**src/discharge_protection_pkg.sv**
```systemverilog
// constants and types shared by the discharge protection setup logic
`default_nettype none
package discharge_protection_pkg;
	// register map
	localparam logic [7:0] SETUP_ADDR  = 8'h05;
	localparam logic [7:0] SETUP_RESET = 8'h00;
	localparam logic [7:0] READ_ZERO   = 8'h00;

	// clock rate and time-out figures in microseconds
	localparam int unsigned CLK_MHZ     = 50;
	localparam int unsigned T160MS_US   = 160000;
	localparam int unsigned T320MS_US   = 320000;
	localparam int unsigned T640MS_US   = 640000;
	localparam int unsigned T1280MS_US  = 1280000;
	localparam int unsigned T2500US_US  = 2500;
	localparam int unsigned T5MS_US     = 5000;
	localparam int unsigned T8MS_US     = 8000;
	localparam int unsigned T16MS_US    = 16000;
	localparam int unsigned DIV_FACTOR  = 64;
	localparam int unsigned CNT_W       = 27;

	// threshold voltages in millivolts
	localparam logic [10:0] OCD_MV0 = 11'h064;
	localparam logic [10:0] OCD_MV1 = 11'h078;
	localparam logic [10:0] OCD_MV2 = 11'h08C;
	localparam logic [10:0] OCD_MV3 = 11'h0A0;
	localparam logic [10:0] SCD_MV0 = 11'h0C8;
	localparam logic [10:0] SCD_MV1 = 11'h15E;
	localparam logic [10:0] SCD_MV2 = 11'h28A;
	localparam logic [10:0] SCD_MV3 = 11'h4B0;

	// setup register layout, bit 7 first
	typedef struct packed {
		logic discharge_overcurrent_auto_off_disable;
		logic discharge_overcurrent_threshold_hi;
		logic discharge_overcurrent_threshold_lo;
		logic short_circuit_auto_off_disable;
		logic short_circuit_threshold_hi;
		logic short_circuit_threshold_lo;
		logic discharge_timeout_sel_hi;
		logic discharge_timeout_sel_lo;
	} setup_t;

	// decoded thresholds
	typedef struct packed {
		logic [10:0] ocd_mv;
		logic [10:0] scd_mv;
	} thresh_t;
endpackage : discharge_protection_pkg
`default_nettype wire

```
**src/discharge_protection_config.sv**
```systemverilog
// discharge protection setup register and fault response logic
`default_nettype none
// Operation
// - setup contents survive sleep; only the power-on reset clears them.
// - disable bit 7 low: discharge overcurrent turns the FETs off.
// - disable bit 7 high: discharge overcurrent leaves the FETs alone.
// - discharge overcurrent always sets its flag and temp sensor supply.
// - disable bit 4 low: short circuit turns the FETs off.
// - disable bit 4 high: short circuit leaves the FETs alone.
// - short circuit always sets its flag and temp sensor supply.
// - bits 6:5 select 0.10, 0.12, 0.14 or 0.16 V overcurrent threshold.
// - bits 3:2 select 0.20, 0.35, 0.65 or 1.20 V short threshold.
// - divider off: time-out codes give 160, 320, 640, 1280 ms.
// - divider on: time-out codes give 2.5, 5, 8, 16 ms.
// - divider bit from another register shortens the time-out.
// - discharge switch bit clears on a fault unless response disabled.
module discharge_protection_config
	import discharge_protection_pkg::*;
#(
	parameter int unsigned TOUT0_CYC = T160MS_US * CLK_MHZ,
	parameter int unsigned TOUT1_CYC = T320MS_US * CLK_MHZ,
	parameter int unsigned TOUT2_CYC = T640MS_US * CLK_MHZ,
	parameter int unsigned TOUT3_CYC = T1280MS_US * CLK_MHZ,
	parameter int unsigned DIV0_CYC  = T2500US_US * CLK_MHZ,
	parameter int unsigned DIV1_CYC  = T5MS_US * CLK_MHZ,
	parameter int unsigned DIV2_CYC  = T8MS_US * CLK_MHZ,
	parameter int unsigned DIV3_CYC  = T16MS_US * CLK_MHZ
) (
	input  wire logic        REF_CLK_I,
	input  wire logic        ARST_N_I,
	input  wire logic        REG_WR_I,
	input  wire logic        REG_RD_I,
	input  wire logic [7:0]  REG_ADDR_I,
	input  wire logic [7:0]  REG_WDATA_I,
	output logic      [7:0]  REG_RDATA_O,
	input  wire logic        DISCHARGE_DELAY_DIVIDER_I,
	input  wire logic        OCD_CMP_I,
	input  wire logic        SCD_CMP_I,
	input  wire logic        OCD_FLAG_CLR_I,
	input  wire logic        SCD_FLAG_CLR_I,
	output logic             DISCHARGE_SWITCH_CTRL_CLR_O,
	output logic             DISCHARGE_OVERCURRENT_FLAG_O,
	output logic             DISCHARGE_SHORT_FLAG_O,
	output logic             TEMP_SENSOR_SUPPLY_OUT_O,
	output logic      [10:0] OCD_THRESH_MV_O,
	output logic      [10:0] SCD_THRESH_MV_O
);
	setup_t           setup;
	setup_t           next_setup;
	logic [7:0]       rdata;
	logic [7:0]       next_rdata;
	thresh_t          thresh;
	thresh_t          next_thresh;
	logic [1:0]       ocd_sync;
	logic [1:0]       scd_sync;
	logic             scd_last;
	logic             ocd_flag;
	logic             scd_flag;
	logic             next_ocd_flag;
	logic             next_scd_flag;
	logic             sw_clr;
	logic             next_sw_clr;
	logic             ocd_evt;
	logic             scd_evt;
	logic [CNT_W-1:0] limit;

	// register access, the bank is kept only by power-on reset
	always_comb begin
		next_setup = setup;
		next_rdata = READ_ZERO;
		if (REG_WR_I && REG_ADDR_I == SETUP_ADDR) begin
			next_setup = setup_t'(REG_WDATA_I);
		end
		if (REG_RD_I && REG_ADDR_I == SETUP_ADDR) begin
			next_rdata = setup;
		end
	end

	always_ff @(posedge REF_CLK_I or negedge ARST_N_I) begin
		if (!ARST_N_I) begin
			setup <= setup_t'(SETUP_RESET);
			rdata <= READ_ZERO;
		end else begin
			setup <= next_setup;
			rdata <= next_rdata;
		end
	end

	assign REG_RDATA_O = rdata;

	// threshold decode
	always_comb begin
		unique case ({setup.discharge_overcurrent_threshold_hi,
			setup.discharge_overcurrent_threshold_lo})
			2'b00: next_thresh.ocd_mv = OCD_MV0;
			2'b01: next_thresh.ocd_mv = OCD_MV1;
			2'b10: next_thresh.ocd_mv = OCD_MV2;
			2'b11: next_thresh.ocd_mv = OCD_MV3;
		endcase
		unique case ({setup.short_circuit_threshold_hi,
			setup.short_circuit_threshold_lo})
			2'b00: next_thresh.scd_mv = SCD_MV0;
			2'b01: next_thresh.scd_mv = SCD_MV1;
			2'b10: next_thresh.scd_mv = SCD_MV2;
			2'b11: next_thresh.scd_mv = SCD_MV3;
		endcase
	end

	always_ff @(posedge REF_CLK_I or negedge ARST_N_I) begin
		if (!ARST_N_I) begin
			thresh <= '0;
		end else begin
			thresh <= next_thresh;
		end
	end

	assign OCD_THRESH_MV_O = thresh.ocd_mv;
	assign SCD_THRESH_MV_O = thresh.scd_mv;

	// time-out select, divider picks the short set
	always_comb begin
		unique case ({DISCHARGE_DELAY_DIVIDER_I, setup.discharge_timeout_sel_hi,
			setup.discharge_timeout_sel_lo})
			3'b000: limit = CNT_W'(TOUT0_CYC);
			3'b001: limit = CNT_W'(TOUT1_CYC);
			3'b010: limit = CNT_W'(TOUT2_CYC);
			3'b011: limit = CNT_W'(TOUT3_CYC);
			3'b100: limit = CNT_W'(DIV0_CYC);
			3'b101: limit = CNT_W'(DIV1_CYC);
			3'b110: limit = CNT_W'(DIV2_CYC);
			3'b111: limit = CNT_W'(DIV3_CYC);
		endcase
	end

	// comparator pins pass two flops
	always_ff @(posedge REF_CLK_I or negedge ARST_N_I) begin
		if (!ARST_N_I) begin
			ocd_sync <= 2'b00;
			scd_sync <= 2'b00;
			scd_last <= 1'b0;
		end else begin
			ocd_sync <= {ocd_sync[0], OCD_CMP_I};
			scd_sync <= {scd_sync[0], SCD_CMP_I};
			scd_last <= scd_sync[1];
		end
	end

	// overcurrent must persist unbroken for the time-out
	persist_timer ocd_timer (
		.clk_i     (REF_CLK_I),
		.arst_n_i  (ARST_N_I),
		.run_i     (ocd_sync[1]),
		.limit_i   (limit),
		.expired_o (ocd_evt)
	);

	assign scd_evt = scd_sync[1] && !scd_last;

	// sticky flags, set wins over clear; switch clear pulse
	always_comb begin
		next_ocd_flag = ocd_evt || (ocd_flag && !OCD_FLAG_CLR_I);
		next_scd_flag = scd_sync[1] || (scd_flag && !SCD_FLAG_CLR_I);
		next_sw_clr = (ocd_evt && !setup.discharge_overcurrent_auto_off_disable)
			|| (scd_evt && !setup.short_circuit_auto_off_disable);
	end

	always_ff @(posedge REF_CLK_I or negedge ARST_N_I) begin
		if (!ARST_N_I) begin
			ocd_flag <= 1'b0;
			scd_flag <= 1'b0;
			sw_clr   <= 1'b0;
		end else begin
			ocd_flag <= next_ocd_flag;
			scd_flag <= next_scd_flag;
			sw_clr   <= next_sw_clr;
		end
	end

	assign DISCHARGE_OVERCURRENT_FLAG_O = ocd_flag;
	assign DISCHARGE_SHORT_FLAG_O       = scd_flag;
	assign TEMP_SENSOR_SUPPLY_OUT_O     = ocd_flag || scd_flag;
	assign DISCHARGE_SWITCH_CTRL_CLR_O  = sw_clr;
endmodule : discharge_protection_config
`default_nettype wire

```
**src/persist_timer.sv**
```systemverilog
// persistence timer: pulses once a level has held for limit cycles
`default_nettype none
module persist_timer
	import discharge_protection_pkg::*;
(
	input  wire logic             clk_i,
	input  wire logic             arst_n_i,
	input  wire logic             run_i,
	input  wire logic [CNT_W-1:0] limit_i,
	output logic                  expired_o
);
	logic [CNT_W-1:0] count;
	logic [CNT_W-1:0] next_count;

	// count while the level holds, restart when it drops
	always_comb begin
		next_count = '0;
		if (run_i) begin
			next_count = (count >= limit_i) ? count : count + 1'b1;
		end
	end

	always_ff @(posedge clk_i or negedge arst_n_i) begin
		if (!arst_n_i) begin
			count <= '0;
		end else begin
			count <= next_count;
		end
	end

	// one pulse in the cycle the held time is reached
	assign expired_o = run_i && (count == limit_i - 1'b1);
endmodule : persist_timer
`default_nettype wire

```
**config.mk**
```make
export PLATFORM = sky130hd
export DESIGN_NAME = discharge_protection_config
export DESIGN_NICKNAME = d
export VERILOG_FILES = /design/src/discharge_protection_pkg.sv /design/src/discharge_protection_config.sv /design/src/persist_timer.sv
export SDC_FILE = /design/constraint.sdc
export NUM_CORES = 1
export LEC_CHECK = 0
export ABC_AREA = 1
export ABC_CLOCK_PERIOD_IN_PS = 7650
export BUFFER_PORTS_ARGS = -buffer_cell sky130_fd_sc_hd__buf_2
export CAP_MARGIN = 0
export CORE_MARGIN = 5
export CORE_UTILIZATION = 49
export CTS_BUF_LIST = sky130_fd_sc_hd__clkbuf_8
export CTS_CLUSTER_DIAMETER = 200
export DETAILED_ROUTE_END_ITERATION = 8
export HOLD_SLACK_MARGIN = 0.12
export PLACE_DENSITY = 0.73
export SETUP_SLACK_MARGIN = 0.1
export SYNTH_ARGS = -nofsm -noshare
export SYNTH_HDL_FRONTEND = slang
export SYNTH_HIERARCHICAL = 1
export SYNTH_SLANG_ARGS = --single-unit
```
**constraint.sdc**
```tcl
create_clock -name REF_CLK_I -period 7.65 [get_ports REF_CLK_I]
set_input_delay 1.53 -clock REF_CLK_I [delete_from_list [all_inputs] [get_ports REF_CLK_I]]
set_output_delay 1.53 -clock REF_CLK_I [all_outputs]
set_load 0.02 [all_outputs]
```
## After elaboration in Yosys (flattened, before gate mapping)

Memory sizes are Yosys's and may differ from the RTL's.
Index checks and enable logic that the tools add are counted.

| cells by class | value |
|---|---|
| $add $sub $neg | 2 |
| order comparisons | 1 |
| equal/unequal tests | 9 |
| muxes and demuxes | 5 |
| reductions and logical operators | 19 |

Operator list:

| cell | number |
|---|---|
| one-hot mux 11 bit (4 select lines) | 2 |
| 2-to-1 mux 27 bit | 2 |
| adder 27 x 1 -> 27 bit (second input constant) | 1 |
| equality test 27 bit | 1 |
| >= comparator 27 bit | 1 |
| subtractor 27 x 1 -> 27 bit (second input constant) | 1 |
| equality test 2 bit (second input constant) | 4 |
| equality test 8 x 3 -> 1 bit (second input constant) | 1 |
| logical AND 1 bit | 8 |
| 2-to-1 mux 8 bit | 1 |
| logical NOT 1 bit | 5 |
| equality test 2 x 1 -> 1 bit (second input constant) | 2 |
| logical NOT 2 bit | 2 |
| logical OR 1 bit | 4 |
| inequality test 2 bit (second input constant) | 1 |

| storage, ports and cells | value |
|---|---|
| register bits after elaboration | 73 |
| bits in read-only memories | 176 |
| memories kept | 1 |

Memories:

| memory | depth | bits a word | rd ports | clocked after Yosys merged registers in | write ports | RTL line | source |
|---|---|---|---|---|---|---|---|
| (no name shown) | 8 | 22 | 1 | 0 | 0 | discharge_protection_config.sv:122 | `unique case ({DISCHARGE_DELAY_DIVIDER_I, setup.discharge_timeout_sel_hi,` |

## Depth between registers and ports, before layout

Gate-level depths: netlist (run 1).
An unclocked memory read counts as a cell.

| depth | value |
|---|---|
| depth after elaboration | 6 |
| mapped depth | 20 |

## Cells and area by module

Netlist (run 1), hierarchy kept.

Modules (own cells, without submodules):

| module | times used | cells each | area an instance (um2) | seq. area each (um2) |
|---|---|---|---|---|
| persist_timer | 1 | 610 | 3709.8 | 675.6 |
| discharge_protection_config | 1 | 168 | 1735.4 | 950.9 |

## Least setup slack after synthesis (run 1)

OpenSTA, ideal clock, no wires.

| timing path | value |
|---|---|
| path kind | in2reg |
| start point | input DISCHARGE_DELAY_DIVIDER_I |
| end point | register ocd_timer.count[11] |
| arrival time | 3.741 ns |
| required time | 7.533 ns |
| setup slack | 3.792 ns |
| cell stages on the path | 15 |
| buffers on the path | 3 |
| cell sequence | buf_2 -> buf_2 -> o21ai_0 -> inv_1 -> ha_1 -> nand4_1 -> nor3_1 -> nand2_1 -> nand3_1 -> nand3_1 -> nand3_2 -> nand2_4 -> buf_4 -> nand2_1 -> nand2_1 |

| on the way | value |
|---|---|
| longest elaborated chain between the ends | 3 |

RTL lines:

| what | RTL line | source |
|---|---|---|
| start, declared | discharge_protection_config.sv:36 | `input wire logic DISCHARGE_DELAY_DIVIDER_I,` |
| memory read (8 x 22 bit) | -- |  |
| via limit[9] | discharge_protection_config.sv:65 | `logic [CNT_W-1:0] limit;` |
| >= comparator 27 bit | persist_timer.sv:19 | `next_count = (count >= limit_i) ? count : count + 1'b1;` |
| inequality test 2 bit (no source line) | -- |  |
| end signal, assigned | persist_timer.sv:27 | `count <= next_count;` |
| end, declared | persist_timer.sv:12 | `logic [CNT_W-1:0] count;` |

The timed path passes the listed nets, and every way through them passes these cells.
A chain may end at the register's enable or synchronous reset.

## Worst setup path after layout (run 1)

| timing path | value |
|---|---|
| start point | input DISCHARGE_DELAY_DIVIDER_I |
| end point | register ocd_timer.count[4] |

Same word-level chain as after synthesis.

==> results of run 1 <==
==> cells in the final DEF, fill, tap and decap left out, types with 5 or more instances in the layout <==
cell,instances
inv_1,90
ha_1,45
a21oi_1,17
conb_1,18
nand3b_1,5
nor3_1,16
nor2_4,5
xor2_1,24
nand3_1,66
buf_2,52
clkbuf_8,9
nand2_1,219
o21ai_0,13
xnor2_1,21
nand4_1,14
dfrtp_1,65
nor2_1,100
nor2_2,19
==> worst reg2reg max path: cells and delay by family, from the launching register on <==
kind,cells,cell delay [ns]
adder cells (fa/ha/maj),2,0.54
flip-flops,1,0.47
AND/OR/NAND/NOR,9,1.68
AO/OA/AOI/OAI,1,0.61
buffers and inverters,3,0.40
==> per-layer routing <==
metal | part of all wire (%) | up-vias
met5 | 0 | -
met3 | 6.3 | 15
met4 | 1.3 | 0
li1 | - | 2535
met1 | 47 | 2257
met2 | 46 | 145
==> state kept, by name, summed over array words and instances, names as in the netlist <==
register / count
setup: 8
scd_last: 1
scd_sync: 2
DISCHARGE_SHORT_FLAG_O: 1
DISCHARGE_SWITCH_CTRL_CLR_O: 1
SCD_THRESH_MV_O: 8
OCD_THRESH_MV_O: 6
ocd_timer/count: 27
REG_RDATA_O: 8
ocd_sync: 2
DISCHARGE_OVERCURRENT_FLAG_O: 1
==> how the worst min path moves through the flow <==
stage	start	to
4_1_cts	ocd_sync[0]	ocd_sync[1]
6_report	ocd_sync[0]	ocd_sync[1]
5_1_grt	ocd_sync[0]	ocd_sync[1]
3_3_place_gp	ocd_sync[0]	ocd_sync[1]
3_5_place_dp	ocd_sync[0]	ocd_sync[1]
2_1_floorplan	ocd_sync[0]	ocd_sync[1]
==> kinds of logic (layout without fill, tap and decap cells) <==
group / Yosys count / count (layout) / synth area share (%)
AO/OA/AOI/OAI: 40 / 40 / 4.18
multiplexers: 1 / 1 / 0.184
XOR/XNOR: 46 / 46 / 7.67
flip-flops: 65 / 65 / 29.9
buffers and inverters: 118 / 162 / 9.33
adder cells (fa/ha/maj): 45 / 45 / 10.3
AND/OR/NAND/NOR: 462 / 462 / 38.4
other: 1 / 18 / 0.0689
==> per-stage QoR <==
| step | power, mW | instances |
|---|---|---|
| 3_5_place_dp | 0.496 | 963 |
| 4_1_cts | 0.891 | 979 |
| 2_1_floorplan | 0.459 | 795 |
| 6_report | 0.883 | 979 |
| 3_3_place_gp | 0.495 | 963 |
| 5_1_grt | 0.927 | 979 |
==> area by class of cell <==
type / count / area (um^2)
clock buffer: 9 / 124
tap: 140 / 175
inverter: 93 / 349
fill: 1052 / 4830
sequential: 65 / 1630
multi-input combinational: 612 / 3370
clock inverter: 7 / 143
timing repair buffer: 53 / 268
==> where the power goes <==
part	total [mW]	switching (mW)	internal [mW]
sequential	0.362	0.00992	0.352
clock	0.392	0.142	0.250
combinational	0.129	0.0880	0.0406
==> impl_metrics.ini, run 1 <==
[run_status]
status = finished clean

[route]
wl_per_cell_um = 13.6
firstDrtPassIters = 5
dr_total_vias = 4952
ant_nets = 0
wirelength_mm = 13.3
drt_drc_violations_left = 0
routed_via_density = 5.06
drt_iter0_drc = 305

[timing]
tns_ns = 0
setup_viol = 0
fmax_mhz = 234
setup_ws_ns = 3.37
final.min_clock_period_ns = 4.28
whs_ns = 0.350
skew_ns = 0.00714
finalMaxSlewViolations = 0
worstMarginPinSlew_ns = 1.08
hold_viol = 0
timing.final.crit_share_pct = 56.0
rsz0062_at_grt = false
maxSlewHeadroom_pct = 28.1

[global_route]
grt_usage_pct = 21.3
grt_pass1_wl_mm = 22.6
grt_most_used_layer = met2
grt_pass1_vias = 4668
grt_use_met2_pct = 34.3
overflow = 0
grt_max_degree = 66
met3_usage_pct = 4.23
grt_use_met1_pct = 29.2
antenna_found_initial = 0

[floorplanning]
chipHeight_um = 115
pin_count = 59
die_area_mm2 = 0.0133
fp.dieW_um = 115
fp-row-count = 38
core-area_mm2 = 0.0109
start_util_pct = 50.0

[finish]
post-route-util_pct = 55.7
area_delta_synth_final_pct = 11.3
drive_gt1_share_pct = 13.8
nNetsFinal = 904
antenna_cells = 0
design_area_mm2 = 0.00606

[synth]
syn_avg_cell_area_um2 = 7.00
yosys_register_bits = 65
async_reset_ff_share_pct = 100
yosysSeqAreaShare_pct = 29.9
synthCells = 778
synth_cell_types = 41
yosysTopAreaCellShare_pct = 29.9
synthesis.area_mm2 = 0.00545
synth-main-ff-cell = dfrtp_1
yosysMostFrequentCell = nand2_1
yosys-top-cells-count = 219 x nand2_1, 100 x nor2_1, 90 x inv_1, 66 x nand3_1, 65 x dfrtp_1
synth-edff-count = 0
yosys_warnings = 6
synth_area_leaders = dfrtp_1 30%, nand2_1 15%, ha_1 10%
synth_area_leader_cell = dfrtp_1

[setup_path]
r2r-end = ocd_timer/count[4]
r2r_cells = 15
worstPathCellList = buf_2 > o21ai_0 > inv_1 > ha_1 > nand4_1 > nor3_1 > nand2_1 > nand3_1 > nand3_1 > nand3_2 > nand2_4 > nand2_1 > nand2_1
crit_fanout = 28
cp-start-kind = input pin
critPathMaxStageDelay_ns = 0.66
critPathBufInv = 2
critPathMostFrequentCell = nand2_1
slowest_stage = o21ai_0
path_class = input pin to flop
cp-end-kind = flop
reg2reg_from = setup[1]
cp-endpoint = ocd_timer/count[4]
crit_family = simple AND/OR/NAND/NOR gates
rrSetupSlack_ns = 3.84
worstSetupStartpoint = DISCHARGE_DELAY_DIVIDER_I
cp.depth = 13
worstPathArrival_ns = 4.53
cp_data_required_time_ns = 7.90

[cts]
cts_tree = yes
cts.hold.buffers_added = 0
cts_inserted_buffers = 9
clk_path_buf_depth = 2
clock_latency_ns = 0.36
clk_pin_slew_ns = 0.08
h-tree-depth = 3
clock-sinks = 65
postCtsSetupBuffers = 0
cts_root_buf = clkbuf_8
post_cts_resized = 0

[power]
p_leak_nw = 3.12
powerDensity_mw_per_mm2 = 146
vdd_ir_drop_max_uv = 164

[placed_design]
numPortBuffers = 52
postPlaceCellArea_mm2 = 0.00579
pre_cts_ws_ns = 3.04
dpl.hpwl_mm = 10.2
gp_congestion = 0.944

[run]
cap_violations = 0

[worst_hold_path]
hp-class = flop to flop
hold_depth = 0
Power figures use the tool's default switching activity.
==> run 2, diff against run 1 <==
--- a/config.mk
+++ b/config.mk
@@ -6,7 +6,7 @@
 export NUM_CORES = 1
 export LEC_CHECK = 0
 export ABC_AREA = 1
-export ABC_CLOCK_PERIOD_IN_PS = 7650
+export ABC_CLOCK_PERIOD_IN_PS = 3900
 export BUFFER_PORTS_ARGS = -buffer_cell sky130_fd_sc_hd__buf_2
 export CAP_MARGIN = 0
 export CORE_MARGIN = 5
@@ -15,7 +15,7 @@
 export CTS_CLUSTER_DIAMETER = 200
 export DETAILED_ROUTE_END_ITERATION = 8
 export HOLD_SLACK_MARGIN = 0.12
-export PLACE_DENSITY = 0.73
+export PLACE_DENSITY = 0.76
 export SETUP_SLACK_MARGIN = 0.1
 export SYNTH_ARGS = -nofsm -noshare
 export SYNTH_HDL_FRONTEND = slang
==> constraint.sdc (replaced) <==
create_clock -name REF_CLK_I -period 3.9 [get_ports REF_CLK_I]
set_input_delay 0.78 -clock REF_CLK_I [delete_from_list [all_inputs] [get_ports REF_CLK_I]]
set_output_delay 0.78 -clock REF_CLK_I [all_outputs]
set_load 0.02 [all_outputs]
==> run 2 against run 1 <==
Against the previous run: clock-buffer cell count increased by 2; utilization down 0.10 points; clock power grew 46%; first-iteration DRC count is 23% higher.
==> impl_metrics.ini, run 2 (synthesis gave the netlist of run 1 again) <==
[worst_hold_path]
hp-class = flop to flop
hold_depth = 0

[route]
wirelength_mm = 13.5
wl_per_cell_um = 13.7
firstDrtPassIters = 5
drt_iter0_drc = 374
ant_nets = 0
drt_drc_violations_left = 0
dr_total_vias = 5041
routed_via_density = 5.11

[timing]
worstMarginPinSlew_ns = 0.845
finalMaxSlewViolations = 0
timing.final.crit_share_pct = 87.5
hold_viol = 0
fmax_mhz = 293
setup_viol = 0
tns_ns = 0
whs_ns = 0.349
maxSlewHeadroom_pct = 43.7
rsz0062_at_grt = false
skew_ns = 0.00585
final.min_clock_period_ns = 3.41

[power]
vdd_ir_drop_max_uv = 208
powerDensity_mw_per_mm2 = 256
p_leak_nw = 3.13

[finish]
layout_commonest_cell = nand2_1
final_cell_mix = 219 x nand2_1, 100 x nor2_1, 91 x inv_1
drive_gt1_share_pct = 14.4
design_area_mm2 = 0.00605
largest_reg_flops = 27
largest-register = ocd_timer/count
nNetsFinal = 912
area_delta_synth_final_pct = 11.1
antenna_cells = 0

[cts]
post_cts_resized = 0
clock-sinks = 65
postCtsSetupBuffers = 0
h-tree-depth = 3
clk_path_buf_depth = 2
cts.hold.buffers_added = 0
cts_inserted_buffers = 9
cts_tree = yes
clk_pin_slew_ns = 0.07
clock_latency_ns = 0.35
cts_root_buf = clkbuf_8

[floorplanning]
fp-row-count = 38
die_area_mm2 = 0.0133
start_util_pct = 50.0
core-area_mm2 = 0.0109
fp.dieW_um = 115
pin_count = 59
chipHeight_um = 115

[placed_design]
postPlaceCellArea_mm2 = 0.00585
gp_congestion = 0.980
dpl.hpwl_mm = 10.6
numPortBuffers = 52

[setup_path]
crit_fanout = 27
cp-end-kind = flop
rrSetupSlack_ns = 0.49
cp_data_required_time_ns = 4.14
path_class = flop to flop
r2r_cells = 15
worstPathArrival_ns = 3.65
cp-start-kind = flop

[run_status]
status = finished clean

[global_route]
grt_max_degree = 38
overflow = 0
grt_pass1_vias = 4612
antenna_found_initial = 0
grt_pass1_wl_mm = 22.5
grt_usage_pct = 21.0

[run]
cap_violations = 0
==> run 2: stage by stage <==
step	std cells	setup WS, ns	utilization, %	power (mW)
CTS	986	0.496	55.6	1.56
global route	986	0.180	55.6	1.62
floorplan	795	0.792	-	0.901
global placement	971	0.545	53.8	0.978
detailed placement	971	0.399	53.8	0.981
finish	986	0.486	55.6	1.55
==> run 2: routing by layer <==
metal	wire length, um	track usage (%)
met4	253	6.18
met2	6150	33.2
met1	6220	29.3
met5	0	0
met3	875	4.28
==> run 2: area by class of cell <==
class,instances,area [um^2]
Clock buffer,11,151
Clock inverter,4,43.8
Fill cell,1049,4840
Inverter,93,349
Multi-Input combinational cell,612,3370
Sequential cell,65,1630
Tap cell,140,175
Timing Repair Buffer,61,328
==> run 2: final timing paths <==
kind,endpoint,startpoint
min in group asynchronous,ocd_timer/count[14],ARST_N_I
hold reg to reg,ocd_sync[1],ocd_sync[0]
setup / recovery,ocd_timer/count[25],setup[1]
max in group asynchronous,REG_RDATA_O[1],ARST_N_I
hold / removal,ocd_sync[1],ocd_sync[0]
setup reg to reg,ocd_timer/count[25],setup[1]
==> run 2: report_power, final <==
part	leakage [nW]	switching (mW)	internal (mW)	total [mW]
logic	2.17	0.181	0.0863	0.267
registers	0.858	0.0139	0.692	0.706
clock network	0.106	0.251	0.322	0.573
==> run 2: worst max-delay path: stages (launching register included) <==
cell	delay, ns
dfrtp_1	0.47
inv_1	0.20
ha_1	0.20
inv_1	0.05
o21ai_0	0.59
inv_1	0.13
ha_1	0.35
nand4_1	0.12
nor3_1	0.23
nand2_1	0.08
nand3_1	0.07
nand3_1	0.08
nand3_2	0.29
nand2_4	0.27
nand2_1	0.13
nand2_1	0.06
